`config.mk`:
```
export PLATFORM = sky130hd
export DESIGN_NAME = dcpg_top
export DESIGN_NICKNAME = d
export VERILOG_FILES = /design/src/include/dcpg_pkg.sv /design/src/logic/dcpg_top.sv /design/src/logic/dcpg_deadtime.sv /design/src/logic/dcpg_trigdiv.sv
export SDC_FILE = /design/constraint.sdc
export NUM_CORES = 2
export LEC_CHECK = 0
export ABC_CLOCK_PERIOD_IN_PS = 9000
export BUFFER_PORTS_ARGS = -buffer_cell sky130_fd_sc_hd__buf_2
export CAP_MARGIN = 10
export CORE_ASPECT_RATIO = 1.25
export CORE_MARGIN = 3
export CORE_UTILIZATION = 40
export CTS_CLUSTER_SIZE = 30
export DETAILED_ROUTE_END_ITERATION = 16
export PLACE_DENSITY = 0.55
export SLEW_MARGIN = 20
export SYNTH_ARGS = -nofsm -noshare
export SYNTH_HDL_FRONTEND = slang
export SYNTH_SLANG_ARGS = --single-unit
```
`constraint.sdc`:
```
create_clock -name aclk -period 9 [get_ports aclk]
set_input_delay 0.45 -clock aclk [delete_from_list [all_inputs] [get_ports aclk]]
set_output_delay 0.45 -clock aclk [all_outputs]
set_load 0.01 [all_outputs]
```
`src/include/dcpg_pkg.sv`:
```
package dcpg_pkg;

  ////////////////////////////////////////////////////////////////////////////
  // Timing.
  localparam int CLK_PERIOD_NS = 50;
  localparam int DT_MIN_NS = 50;
  localparam logic [7:0] DT_MIN_CYC = 8'((DT_MIN_NS + CLK_PERIOD_NS - 1) / CLK_PERIOD_NS);

  ////////////////////////////////////////////////////////////////////////////
  // Register map, byte addresses.
  localparam logic [7:0] ADDR_CTRL = 8'h00;
  localparam logic [7:0] ADDR_CHCFG = 8'h04;
  localparam logic [7:0] ADDR_PERIOD = 8'h08;
  localparam logic [7:0] ADDR_MI0 = 8'h0c;
  localparam logic [7:0] ADDR_MI1 = 8'h10;
  localparam logic [7:0] ADDR_FSCALE = 8'h14;
  localparam logic [7:0] ADDR_DEAD0 = 8'h18;
  localparam logic [7:0] ADDR_DEAD1 = 8'h1c;
  localparam logic [7:0] ADDR_TRIG = 8'h20;
  localparam logic [7:0] ADDR_STATUS = 8'h24;

  // Field positions.
  localparam int CTRL_START_BIT = 0;
  localparam int CTRL_STOP_BIT = 1;
  localparam int CTRL_SYM_BIT = 2;
  localparam int CTRL_FVAR_BIT = 3;
  localparam int CTRL_ENUSE_BIT = 4;
  localparam int CTRL_PROT_BIT = 5;
  localparam int CHCFG_STRIDE = 4;
  localparam int TRIG_ADC_SEL_LSB = 0;
  localparam int TRIG_ADC_DIV_LSB = 8;
  localparam int TRIG_TASK_SEL_LSB = 16;
  localparam int TRIG_TASK_DIV_LSB = 24;
  localparam int CARR_FRAC = 8;

  // Masks and reset values.
  localparam logic [31:0] CTRL_MASK = 32'h0000_003c;
  localparam logic [31:0] CHCFG_MASK = 32'h0000_0077;
  localparam logic [31:0] HALF_MASK = 32'h0000_ffff;
  localparam logic [31:0] TRIG_MASK = 32'hff03_ff03;
  localparam logic [31:0] CTRL_RST = 32'h0000_0004;
  localparam logic [31:0] CHCFG_RST = 32'h0000_0055;
  localparam logic [31:0] PERIOD_RST = 32'h0000_03e8;
  localparam logic [31:0] FSCALE_RST = 32'h0000_0100;
  localparam logic [31:0] DEAD_RST = 32'h0000_0a0a;
  localparam logic [31:0] TRIG_RST = 32'h0101_0101;
  localparam logic [15:0] STEP_UNITY = 16'h0100;

  localparam logic [1:0] RESP_OKAY = 2'b00;
  localparam logic [1:0] RESP_SLVERR = 2'b10;

  ////////////////////////////////////////////////////////////////////////////
  // Types.
  typedef enum logic [1:0] {
    EV_UNDER = 2'b00,
    EV_OVER = 2'b01,
    EV_BOTH = 2'b10
  } dcpg_evsel_t;

  typedef enum logic [2:0] {
    CS_IDLE = 3'b001,
    CS_UP = 3'b010,
    CS_DOWN = 3'b100
  } dcpg_cstate_t;

  typedef struct packed {
    logic pol;
    logic outsel;
    logic comp;
  } dcpg_chcfg_t;

  typedef struct packed {
    logic [7:0] fall;
    logic [7:0] rise;
  } dcpg_dead_t;

  typedef struct packed {
    logic ov;
    logic uf;
  } dcpg_evt_t;

endpackage

```
`src/logic/dcpg_top.sv`:
```
// Decided for this implementation: the AXI4-Lite register port and the register offsets.
`timescale 1ns/1ns
module dcpg_top (
  input wire logic aclk,
  input wire logic aresetn,
  input wire logic [7:0] awaddr,
  input wire logic awvalid,
  output logic awready,
  input wire logic [31:0] wdata,
  input wire logic [3:0] wstrb,
  input wire logic wvalid,
  output logic wready,
  output logic [1:0] bresp,
  output logic bvalid,
  input wire logic bready,
  input wire logic [7:0] araddr,
  input wire logic arvalid,
  output logic arready,
  output logic [31:0] rdata,
  output logic [1:0] rresp,
  output logic rvalid,
  input wire logic rready,
  input wire logic start_trig_in,
  input wire logic enable_in,
  input wire logic protect_in,
  output logic [3:0] pwm_out,
  output logic adc_soc,
  output logic task_trig
);

  ////////////////////////////////////////////////////////////////////////////
  // Pin synchronisers: start, enable, protection.
  logic [2:0] sync1_q, sync2_q;
  logic start_prev_q;
  logic start_s, en_s, prot_s;

  always_ff @(posedge aclk) begin
    if (!aresetn) begin
      sync1_q <= 3'h0;
      sync2_q <= 3'h0;
      start_prev_q <= 1'b0;
    end else begin
      sync1_q <= {protect_in, enable_in, start_trig_in};
      sync2_q <= sync1_q;
      start_prev_q <= sync2_q[0];
    end
  end

  assign start_s = sync2_q[0] & ~start_prev_q;
  assign en_s = sync2_q[1];
  assign prot_s = sync2_q[2];

  ////////////////////////////////////////////////////////////////////////////
  // AXI4-Lite slave and register file.
  logic aw_have_q, aw_have_d, w_have_q, w_have_d;
  logic [7:0] awaddr_q, awaddr_d;
  logic [31:0] wdata_q, wdata_d;
  logic [3:0] wstrb_q, wstrb_d;
  logic bvalid_d, rvalid_d, awready_d, wready_d, arready_d;
  logic [1:0] bresp_d, rresp_d;
  logic [31:0] rdata_d;
  logic [31:0] ctrl_q, ctrl_d, chcfg_q, chcfg_d, period_q, period_d, fscale_q, fscale_d;
  logic [31:0] mi_q [2];
  logic [31:0] mi_d [2];
  logic [31:0] dead_q [2];
  logic [31:0] dead_d [2];
  logic [31:0] trig_q, trig_d;
  logic [32:0] rd_sel, wr_sel;
  logic [31:0] merged, bmask, status;
  logic commit, sw_start, sw_stop, force_out;
  dcpg_pkg::dcpg_cstate_t cstate_q, cstate_d;
  logic [23:0] acc_q, acc_d;

  // Returns {mapped, word} for a register byte address.
  function automatic logic [32:0] reg_word(input logic [7:0] a);
    unique case (a)
      dcpg_pkg::ADDR_CTRL: reg_word = {1'b1, ctrl_q};
      dcpg_pkg::ADDR_CHCFG: reg_word = {1'b1, chcfg_q};
      dcpg_pkg::ADDR_PERIOD: reg_word = {1'b1, period_q};
      dcpg_pkg::ADDR_MI0: reg_word = {1'b1, mi_q[0]};
      dcpg_pkg::ADDR_MI1: reg_word = {1'b1, mi_q[1]};
      dcpg_pkg::ADDR_FSCALE: reg_word = {1'b1, fscale_q};
      dcpg_pkg::ADDR_DEAD0: reg_word = {1'b1, dead_q[0]};
      dcpg_pkg::ADDR_DEAD1: reg_word = {1'b1, dead_q[1]};
      dcpg_pkg::ADDR_TRIG: reg_word = {1'b1, trig_q};
      dcpg_pkg::ADDR_STATUS: reg_word = {1'b1, status};
      default: reg_word = 33'h0_0000_0000;
    endcase
  endfunction

  assign status = {acc_q[23:8], 13'h0000, force_out, cstate_q == dcpg_pkg::CS_DOWN, cstate_q != dcpg_pkg::CS_IDLE};

  always_comb begin
    rd_sel = reg_word(araddr);
    wr_sel = reg_word(awaddr_q);
    bmask = {{8{wstrb_q[3]}}, {8{wstrb_q[2]}}, {8{wstrb_q[1]}}, {8{wstrb_q[0]}}};
    merged = (wr_sel[31:0] & ~bmask) | (wdata_q & bmask);
    aw_have_d = aw_have_q;
    w_have_d = w_have_q;
    awaddr_d = awaddr_q;
    wdata_d = wdata_q;
    wstrb_d = wstrb_q;
    bvalid_d = bvalid && !bready;
    bresp_d = bresp;
    rvalid_d = rvalid && !rready;
    rresp_d = rresp;
    rdata_d = rdata;
    if (awvalid && awready) begin
      aw_have_d = 1'b1;
      awaddr_d = awaddr;
    end
    if (wvalid && wready) begin
      w_have_d = 1'b1;
      wdata_d = wdata;
      wstrb_d = wstrb;
    end
    commit = aw_have_q && w_have_q && !bvalid;
    if (commit) begin
      aw_have_d = 1'b0;
      w_have_d = 1'b0;
      bvalid_d = 1'b1;
      bresp_d = wr_sel[32] ? dcpg_pkg::RESP_OKAY : dcpg_pkg::RESP_SLVERR;
    end
    if (arvalid && arready) begin
      rvalid_d = 1'b1;
      rdata_d = rd_sel[31:0];
      rresp_d = rd_sel[32] ? dcpg_pkg::RESP_OKAY : dcpg_pkg::RESP_SLVERR;
    end
    awready_d = !aw_have_d;
    wready_d = !w_have_d;
    arready_d = !rvalid_d;
    ctrl_d = ctrl_q;
    chcfg_d = chcfg_q;
    period_d = period_q;
    fscale_d = fscale_q;
    trig_d = trig_q;
    mi_d = mi_q;
    dead_d = dead_q;
    sw_start = 1'b0;
    sw_stop = 1'b0;
    if (commit) begin
      unique case (awaddr_q)
        dcpg_pkg::ADDR_CTRL: begin
          ctrl_d = merged & dcpg_pkg::CTRL_MASK;
          sw_start = merged[dcpg_pkg::CTRL_START_BIT] & wstrb_q[0];
          sw_stop = merged[dcpg_pkg::CTRL_STOP_BIT] & wstrb_q[0];
        end
        dcpg_pkg::ADDR_CHCFG: chcfg_d = merged & dcpg_pkg::CHCFG_MASK;
        dcpg_pkg::ADDR_PERIOD: period_d = merged & dcpg_pkg::HALF_MASK;
        dcpg_pkg::ADDR_MI0: mi_d[0] = merged & dcpg_pkg::HALF_MASK;
        dcpg_pkg::ADDR_MI1: mi_d[1] = merged & dcpg_pkg::HALF_MASK;
        dcpg_pkg::ADDR_FSCALE: fscale_d = merged & dcpg_pkg::HALF_MASK;
        dcpg_pkg::ADDR_DEAD0: dead_d[0] = merged & dcpg_pkg::HALF_MASK;
        dcpg_pkg::ADDR_DEAD1: dead_d[1] = merged & dcpg_pkg::HALF_MASK;
        dcpg_pkg::ADDR_TRIG: trig_d = merged & dcpg_pkg::TRIG_MASK;
        default: ;
      endcase
    end
  end

  always_ff @(posedge aclk) begin
    if (!aresetn) begin
      aw_have_q <= 1'b0;
      w_have_q <= 1'b0;
      awaddr_q <= 8'h00;
      wdata_q <= 32'h0000_0000;
      wstrb_q <= 4'h0;
      bvalid <= 1'b0;
      bresp <= 2'b00;
      rvalid <= 1'b0;
      rresp <= 2'b00;
      rdata <= 32'h0000_0000;
      awready <= 1'b0;
      wready <= 1'b0;
      arready <= 1'b0;
      ctrl_q <= dcpg_pkg::CTRL_RST;
      chcfg_q <= dcpg_pkg::CHCFG_RST;
      period_q <= dcpg_pkg::PERIOD_RST;
      fscale_q <= dcpg_pkg::FSCALE_RST;
      trig_q <= dcpg_pkg::TRIG_RST;
      mi_q <= '{32'h0000_0000, 32'h0000_0000};
      dead_q <= '{dcpg_pkg::DEAD_RST, dcpg_pkg::DEAD_RST};
    end else begin
      aw_have_q <= aw_have_d;
      w_have_q <= w_have_d;
      awaddr_q <= awaddr_d;
      wdata_q <= wdata_d;
      wstrb_q <= wstrb_d;
      bvalid <= bvalid_d;
      bresp <= bresp_d;
      rvalid <= rvalid_d;
      rresp <= rresp_d;
      rdata <= rdata_d;
      awready <= awready_d;
      wready <= wready_d;
      arready <= arready_d;
      ctrl_q <= ctrl_d;
      chcfg_q <= chcfg_d;
      period_q <= period_d;
      fscale_q <= fscale_d;
      trig_q <= trig_d;
      mi_q <= mi_d;
      dead_q <= dead_d;
    end
  end

  ////////////////////////////////////////////////////////////////////////////
  // Common carrier. The phase accumulator carries eight fraction bits so that
  // a scale below one still advances; a scale of zero freezes the carrier.
  dcpg_pkg::dcpg_evt_t ev_q, ev_d;
  logic [23:0] top, nxt_up;
  logic [24:0] sum;
  logic [15:0] step;
  logic sym, start_evt;

  always_comb begin
    sym = ctrl_q[dcpg_pkg::CTRL_SYM_BIT];
    top = {period_q[15:0], 8'h00};
    step = ctrl_q[dcpg_pkg::CTRL_FVAR_BIT] ? fscale_q[15:0] : dcpg_pkg::STEP_UNITY;
    sum = {1'b0, acc_q} + {9'h000, step};
    nxt_up = sum[23:0];
    start_evt = start_s | sw_start;
    cstate_d = cstate_q;
    acc_d = acc_q;
    ev_d = '{ov: 1'b0, uf: 1'b0};
    unique case (cstate_q)
      dcpg_pkg::CS_IDLE: begin
        acc_d = 24'h00_0000;
        if (start_evt) begin
          cstate_d = dcpg_pkg::CS_UP;
        end
      end
      dcpg_pkg::CS_UP: begin
        if (sum >= {1'b0, top}) begin
          ev_d.ov = 1'b1;
          if (sym) begin
            acc_d = top;
            cstate_d = dcpg_pkg::CS_DOWN;
          end else begin
            acc_d = 24'h00_0000;
            ev_d.uf = 1'b1;
          end
        end else begin
          acc_d = nxt_up;
        end
      end
      dcpg_pkg::CS_DOWN: begin
        if (acc_q <= {8'h00, step}) begin
          acc_d = 24'h00_0000;
          ev_d.uf = 1'b1;
          cstate_d = dcpg_pkg::CS_UP;
        end else begin
          acc_d = acc_q - {8'h00, step};
        end
      end
      default: begin
        cstate_d = dcpg_pkg::CS_IDLE;
        acc_d = 24'h00_0000;
      end
    endcase
    if (sw_stop) begin
      cstate_d = dcpg_pkg::CS_IDLE;
      acc_d = 24'h00_0000;
    end
  end

  always_ff @(posedge aclk) begin
    if (!aresetn) begin
      cstate_q <= dcpg_pkg::CS_IDLE;
      acc_q <= 24'h00_0000;
      ev_q <= '{ov: 1'b0, uf: 1'b0};
    end else begin
      cstate_q <= cstate_d;
      acc_q <= acc_d;
      ev_q <= ev_d;
    end
  end

  ////////////////////////////////////////////////////////////////////////////
  // Compare channels and output stage.
  logic [1:0] act;
  logic [15:0] cmp [2];
  logic [3:0] pwm_w, passive_vec;
  dcpg_pkg::dcpg_chcfg_t chcfg [2];

  // A stopped carrier also forces the passive state, so a pair never idles with its low side on.
  assign force_out = (ctrl_q[dcpg_pkg::CTRL_ENUSE_BIT] & ~en_s)
                   | (ctrl_q[dcpg_pkg::CTRL_PROT_BIT] & prot_s)
                   | (cstate_q == dcpg_pkg::CS_IDLE);

  for (genvar i = 0; i < 2; i++) begin : g_ch
    logic [31:0] prod;
    assign chcfg[i] = dcpg_pkg::dcpg_chcfg_t'(chcfg_q[dcpg_pkg::CHCFG_STRIDE * i +: 3]);
    assign prod = mi_q[i][15:0] * period_q[15:0];
    assign cmp[i] = prod[31:16];
    assign act[i] = cmp[i] > acc_q[23:dcpg_pkg::CARR_FRAC];
    assign passive_vec[2 * i +: 2] = {2{~chcfg[i].pol}};
    dcpg_deadtime u_dt (
      .aclk(aclk),
      .aresetn(aresetn),
      .act(act[i]),
      .force_passive(force_out),
      .cfg(chcfg[i]),
      .dead_time_vector_in(dcpg_pkg::dcpg_dead_t'(dead_q[i][15:0])),
      .pwm(pwm_w[2 * i +: 2])
    );
  end

  assign pwm_out = pwm_w;

  ////////////////////////////////////////////////////////////////////////////
  // Trigger dividers.
  dcpg_trigdiv u_adc (
    .aclk(aclk),
    .aresetn(aresetn),
    .evt(ev_q),
    .sel(dcpg_pkg::dcpg_evsel_t'(trig_q[dcpg_pkg::TRIG_ADC_SEL_LSB +: 2])),
    .div(trig_q[dcpg_pkg::TRIG_ADC_DIV_LSB +: 8]),
    .trig(adc_soc)
  );

  dcpg_trigdiv u_task (
    .aclk(aclk),
    .aresetn(aresetn),
    .evt(ev_q),
    .sel(dcpg_pkg::dcpg_evsel_t'(trig_q[dcpg_pkg::TRIG_TASK_SEL_LSB +: 2])),
    .div(trig_q[dcpg_pkg::TRIG_TASK_DIV_LSB +: 8]),
    .trig(task_trig)
  );
endmodule // dcpg_top

```
`src/logic/dcpg_deadtime.sv`:
```
`timescale 1ns/1ns
module dcpg_deadtime (
  input wire logic aclk,
  input wire logic aresetn,
  input wire logic act,
  input wire logic force_passive,
  input wire dcpg_pkg::dcpg_chcfg_t cfg,
  input wire dcpg_pkg::dcpg_dead_t dead_time_vector_in,
  output logic [1:0] pwm
);

  logic act_q, act_d;
  logic [7:0] cnt_q, cnt_d;
  logic [1:0] pwm_d;
  logic [7:0] rise_c, fall_c;
  logic settled, passive;

  always_comb begin
    rise_c = (dead_time_vector_in.rise < dcpg_pkg::DT_MIN_CYC) ? dcpg_pkg::DT_MIN_CYC : dead_time_vector_in.rise;
    fall_c = (dead_time_vector_in.fall < dcpg_pkg::DT_MIN_CYC) ? dcpg_pkg::DT_MIN_CYC : dead_time_vector_in.fall;
    act_d = act;
    cnt_d = (cnt_q == 8'h00) ? 8'h00 : cnt_q - 8'h01;
    if (act != act_q) begin
      cnt_d = act ? rise_c : fall_c;
    end
    settled = (cnt_q == 8'h00);
    passive = ~cfg.pol;
    pwm_d = {passive, passive};
    if (!force_passive) begin
      if (cfg.comp) begin
        // Both outputs stay passive while the dead-time counter runs.
        pwm_d[0] = (act_q && settled) ? cfg.pol : passive;
        pwm_d[1] = (!act_q && settled) ? cfg.pol : passive;
      end else begin
        pwm_d[cfg.outsel] = act_q ? cfg.pol : passive;
      end
    end
  end

  always_ff @(posedge aclk) begin
    if (!aresetn) begin
      act_q <= 1'b0;
      cnt_q <= 8'h00;
      pwm <= 2'b00;
    end else begin
      act_q <= act_d;
      cnt_q <= cnt_d;
      pwm <= pwm_d;
    end
  end

endmodule // dcpg_deadtime

```
`src/logic/dcpg_trigdiv.sv`:
```
`timescale 1ns/1ns
module dcpg_trigdiv (
  input wire logic aclk,
  input wire logic aresetn,
  input wire dcpg_pkg::dcpg_evt_t evt,
  input wire dcpg_pkg::dcpg_evsel_t sel,
  input wire logic [7:0] div,
  output logic trig
);

  logic [7:0] cnt_q, cnt_d;
  logic trig_d, hit;

  always_comb begin
    unique case (sel)
      dcpg_pkg::EV_UNDER: hit = evt.uf;
      dcpg_pkg::EV_OVER: hit = evt.ov;
      dcpg_pkg::EV_BOTH: hit = evt.uf | evt.ov;
      default: hit = 1'b0;
    endcase
    cnt_d = cnt_q;
    trig_d = 1'b0;
    if (hit) begin
      // A divider of zero behaves as one.
      if (cnt_q + 8'h01 >= div) begin
        cnt_d = 8'h00;
        trig_d = 1'b1;
      end else begin
        cnt_d = cnt_q + 8'h01;
      end
    end
  end

  always_ff @(posedge aclk) begin
    if (!aresetn) begin
      cnt_q <= 8'h00;
      trig <= 1'b0;
    end else begin
      cnt_q <= cnt_d;
      trig <= trig_d;
    end
  end

endmodule // dcpg_trigdiv

```
==> results.sh <==
export IMPL_status="finished clean"
export IMPL_crit_required_ps=9430
export IMPL_worstPathArrival_ps=8980
export IMPL_final_cell_mix="nand2_1, inv_1, fa_1, ha_1, dfxtp_1"
export IMPL_synth_edff_count=0
export IMPL_ys_dominant_reg_cell="dfxtp_1"
export IMPL_hold_viol=0
export IMPL_place_area_um2=34400
export IMPL_holdWs_ps=81.9
export IMPL_cp_slowest_cell="dfxtp_1"
export IMPL_clock_latency_ps=580
export IMPL_cts_sinks=281
export IMPL_gp_congestion=0.989
export IMPL_grt_pass1_wl_mm=169
export IMPL_clockRootBuffer="clkbuf_16"
export IMPL_ys_warn_count=0
export IMPL_clock_skew_ps=11.3
export IMPL_ys_seq_area_share_pct=17.1
export IMPL_fp_dieW_um=262
export IMPL_synthesis_area_um2=32900
export IMPL_syn_avg_cell_area_um2=8.16
export IMPL_place_hpwl_mm=84.9
export IMPL_irDropWorstVdd_uv=134
export IMPL_synth_cell_types=91
export IMPL_routed_wl_mm=110
export IMPL_grt_pass1_vias=28500
export IMPL_die_y_um=327
export IMPL_rsz0062_at_grt="false"
export IMPL_worst_setup_path_start_kind="register"
export IMPL_firstDrtPassIters=8
export IMPL_h_tree_depth=1
export IMPL_detail_route_wl_per_cell_um=21.6
export IMPL_ant_nets=0
export IMPL_cts_tree="done"
export IMPL_max_stage_delay_ps=780
export IMPL_fillers=8137
export IMPL_finish_utilization_pct=43.8
export IMPL_fp_coreArea_um2=80800
export IMPL_final_common_cell="nand2_1"
export IMPL_num_io_pins=109
export IMPL_async_flop_share_pct=0
export IMPL_syn_instance_count=4029
export IMPL_clk_path_buf_depth=3
export IMPL_worst_pin_slew_ps=1150
export IMPL_drc=0
export IMPL_post_route_period_util_pct=95.0
export IMPL_route_vias_total=28200
export IMPL_setup_viol=0
export IMPL_antenna_found_initial=1
export IMPL_slew_viol_final=0
export IMPL_fmax_mhz=117
export IMPL_vias_per_cell=5.57
export IMPL_row_count=116
export IMPL_path_class="register to register"
export IMPL_post_route_min_period_ps=8550
export IMPL_clkTransAtPathRegs_ps=70
export IMPL_die_area_um2=85700
export IMPL_drive_above_1_share_pct=7.73
export IMPL_setup_ws_ps=446
export IMPL_total_leakage_power_nw=16.7
export IMPL_ctsHoldBuffers=0
export IMPL_critical_path_most_common_cell="fa_1"
export IMPL_dp_slack_ps=239
export IMPL_cts_buffers=29
export IMPL_syn_to_final_growth_pct=7.77
export IMPL_worstPathMaxFanout=12
export IMPL_final_cell_area_um2=35400
export IMPL_start_util_pct=40.7
export IMPL_end_kind="register"
export IMPL_p_per_area_nw_per_um2=87.0
export IMPL_tns_ps=0
export IMPL_cap_violations=0
export IMPL_overflow=0
export IMPL_grt_max_degree=78
export IMPL_grtUsageTotal_pct=25.1
export IMPL_hold_class="primary input to register"
export IMPL_final_nets=4738
export IMPL_drtIter0Drc=2132
export IMPL_synth_seq_cells=281
export IMPL_io_buffers=100
export IMPL_slew_limit_headroom_pct=22.7
==> final timing paths <==
| check | depth (start not counted) | from | slack, ps | end |
|---|---|---|---|---|
| worst min-delay path | 2 | start_trig_in | 80 | sync1_q[0] |
| worst min register to register | 1 | sync1_q[2] | 450 | sync2_q[2] |
| worst max-delay path | 28 | period_q[5] | 450 | g_ch[1].u_dt.cnt_q[3] |
| worst max register to register | 28 | period_q[5] | 450 | g_ch[1].u_dt.cnt_q[3] |
==> sequential cells by signal, summed over array words and instances (netlist names), 6 cells and up <==
name,count
acc_q,24
awaddr_q,8
chcfg_q,6
dead_q,32
fscale_q,16
g_ch.u_dt.cnt_q,16
mi_q,32
period_q,16
rdata,32
trig_q,20
u_adc.cnt_q,8
u_task.cnt_q,8
wdata_q,26
==> final cells by class <==
cell class                      instances  area (um2)  area share, %
Inverter                              560        2110           5.95
Multi-Input combinational cell       2921       24100           68.0
Timing Repair Buffer                  193        1270           3.59
Antenna cell                            2        5.00         0.0141
Tap cell                             1062        1330           3.75
Clock buffer                           42         845           2.38
Clock inverter                         11         150          0.424
Sequential cell                       281        5630           15.9
==> synth_stat cells (20+ instances only) <==
cell type	n	area share [%]
nand3_1	78	1.2
ha_1	302	11
inv_1	558	6.4
a21o_1	39	0.89
xor2_1	33	0.88
clkbuf_1	227	2.6
a22oi_1	67	1.5
fa_1	388	24
a21oi_1	261	4.0
nand2b_1	22	0.42
nor2_1	180	2.1
nor2b_1	21	0.40
o211ai_1	20	0.46
xnor2_1	51	1.4
a222oi_1	30	0.91
and3_1	32	0.61
mux2_2	31	1.1
o21ai_0	69	1.1
mux2i_1	22	0.67
and2_1	252	4.8
dfxtp_1	281	17
nand2_1	650	7.4
nor3_1	69	1.1
a211oi_1	30	0.68
==> layer usage <==
| layer | vias to the layer above | track usage (%) | part of all wire [%] |
|---|---|---|---|
| li1 | 13100 | - | - |
| met3 | 263 | 2.57 | 5.8 |
| met4 | 2 | 11.4 | 5.3 |
| met5 | - | 0 | 0.010 |
| met2 | 987 | 43.6 | 49 |
| met1 | 13900 | 31.6 | 40 |
==> critical path, delay by kind of cell, from the launching register on <==
family	cells	cell delay [ps]
AND/OR/NAND/NOR	7	1300
adder cells (fa/ha/maj)	8	3400
buffers and inverters	5	510
flip-flops	1	780
XOR/XNOR	1	160
AO/OA/AOI/OAI	7	2230
==> cell families (layout without fill, tap and decap cells) <==
group,after synthesis,in the layout,share of synthesized area [%]
compound gates,682,682,13.8
xor+xnor,84,84,2.24
fa+ha+maj,690,690,35.1
buf+inv,828,806,9.67
flops,281,281,17.1
mux,53,53,1.73
other cells,1,4,0.0114
simple gates,1410,1410,20.3
==> where the power goes <==
group	internal, W	switching, W	leakage (nW)	total [W]
combinational	0.000185	0.000272	14.0	0.000457
clock	0.000740	0.000555	0.483	0.00129
sequential	0.00129	0.0000408	2.27	0.00133
==> through the flow <==
step           cells  total power (W)
6_report        5072          0.00308
5_1_grt         5070          0.00321
4_1_cts         5070          0.00310
3_5_place_dp    5017          0.00181
3_3_place_gp    5017          0.00181
2_1_floorplan   4030          0.00169
==> what timing repair did <==
item / in CTS / in global routing
endpoints found under the setup margin: 0 / 7
buffers inserted: 0 / 0
resized for setup: 0 / 1
No activity file was read; power rests on OpenSTA's default activity.
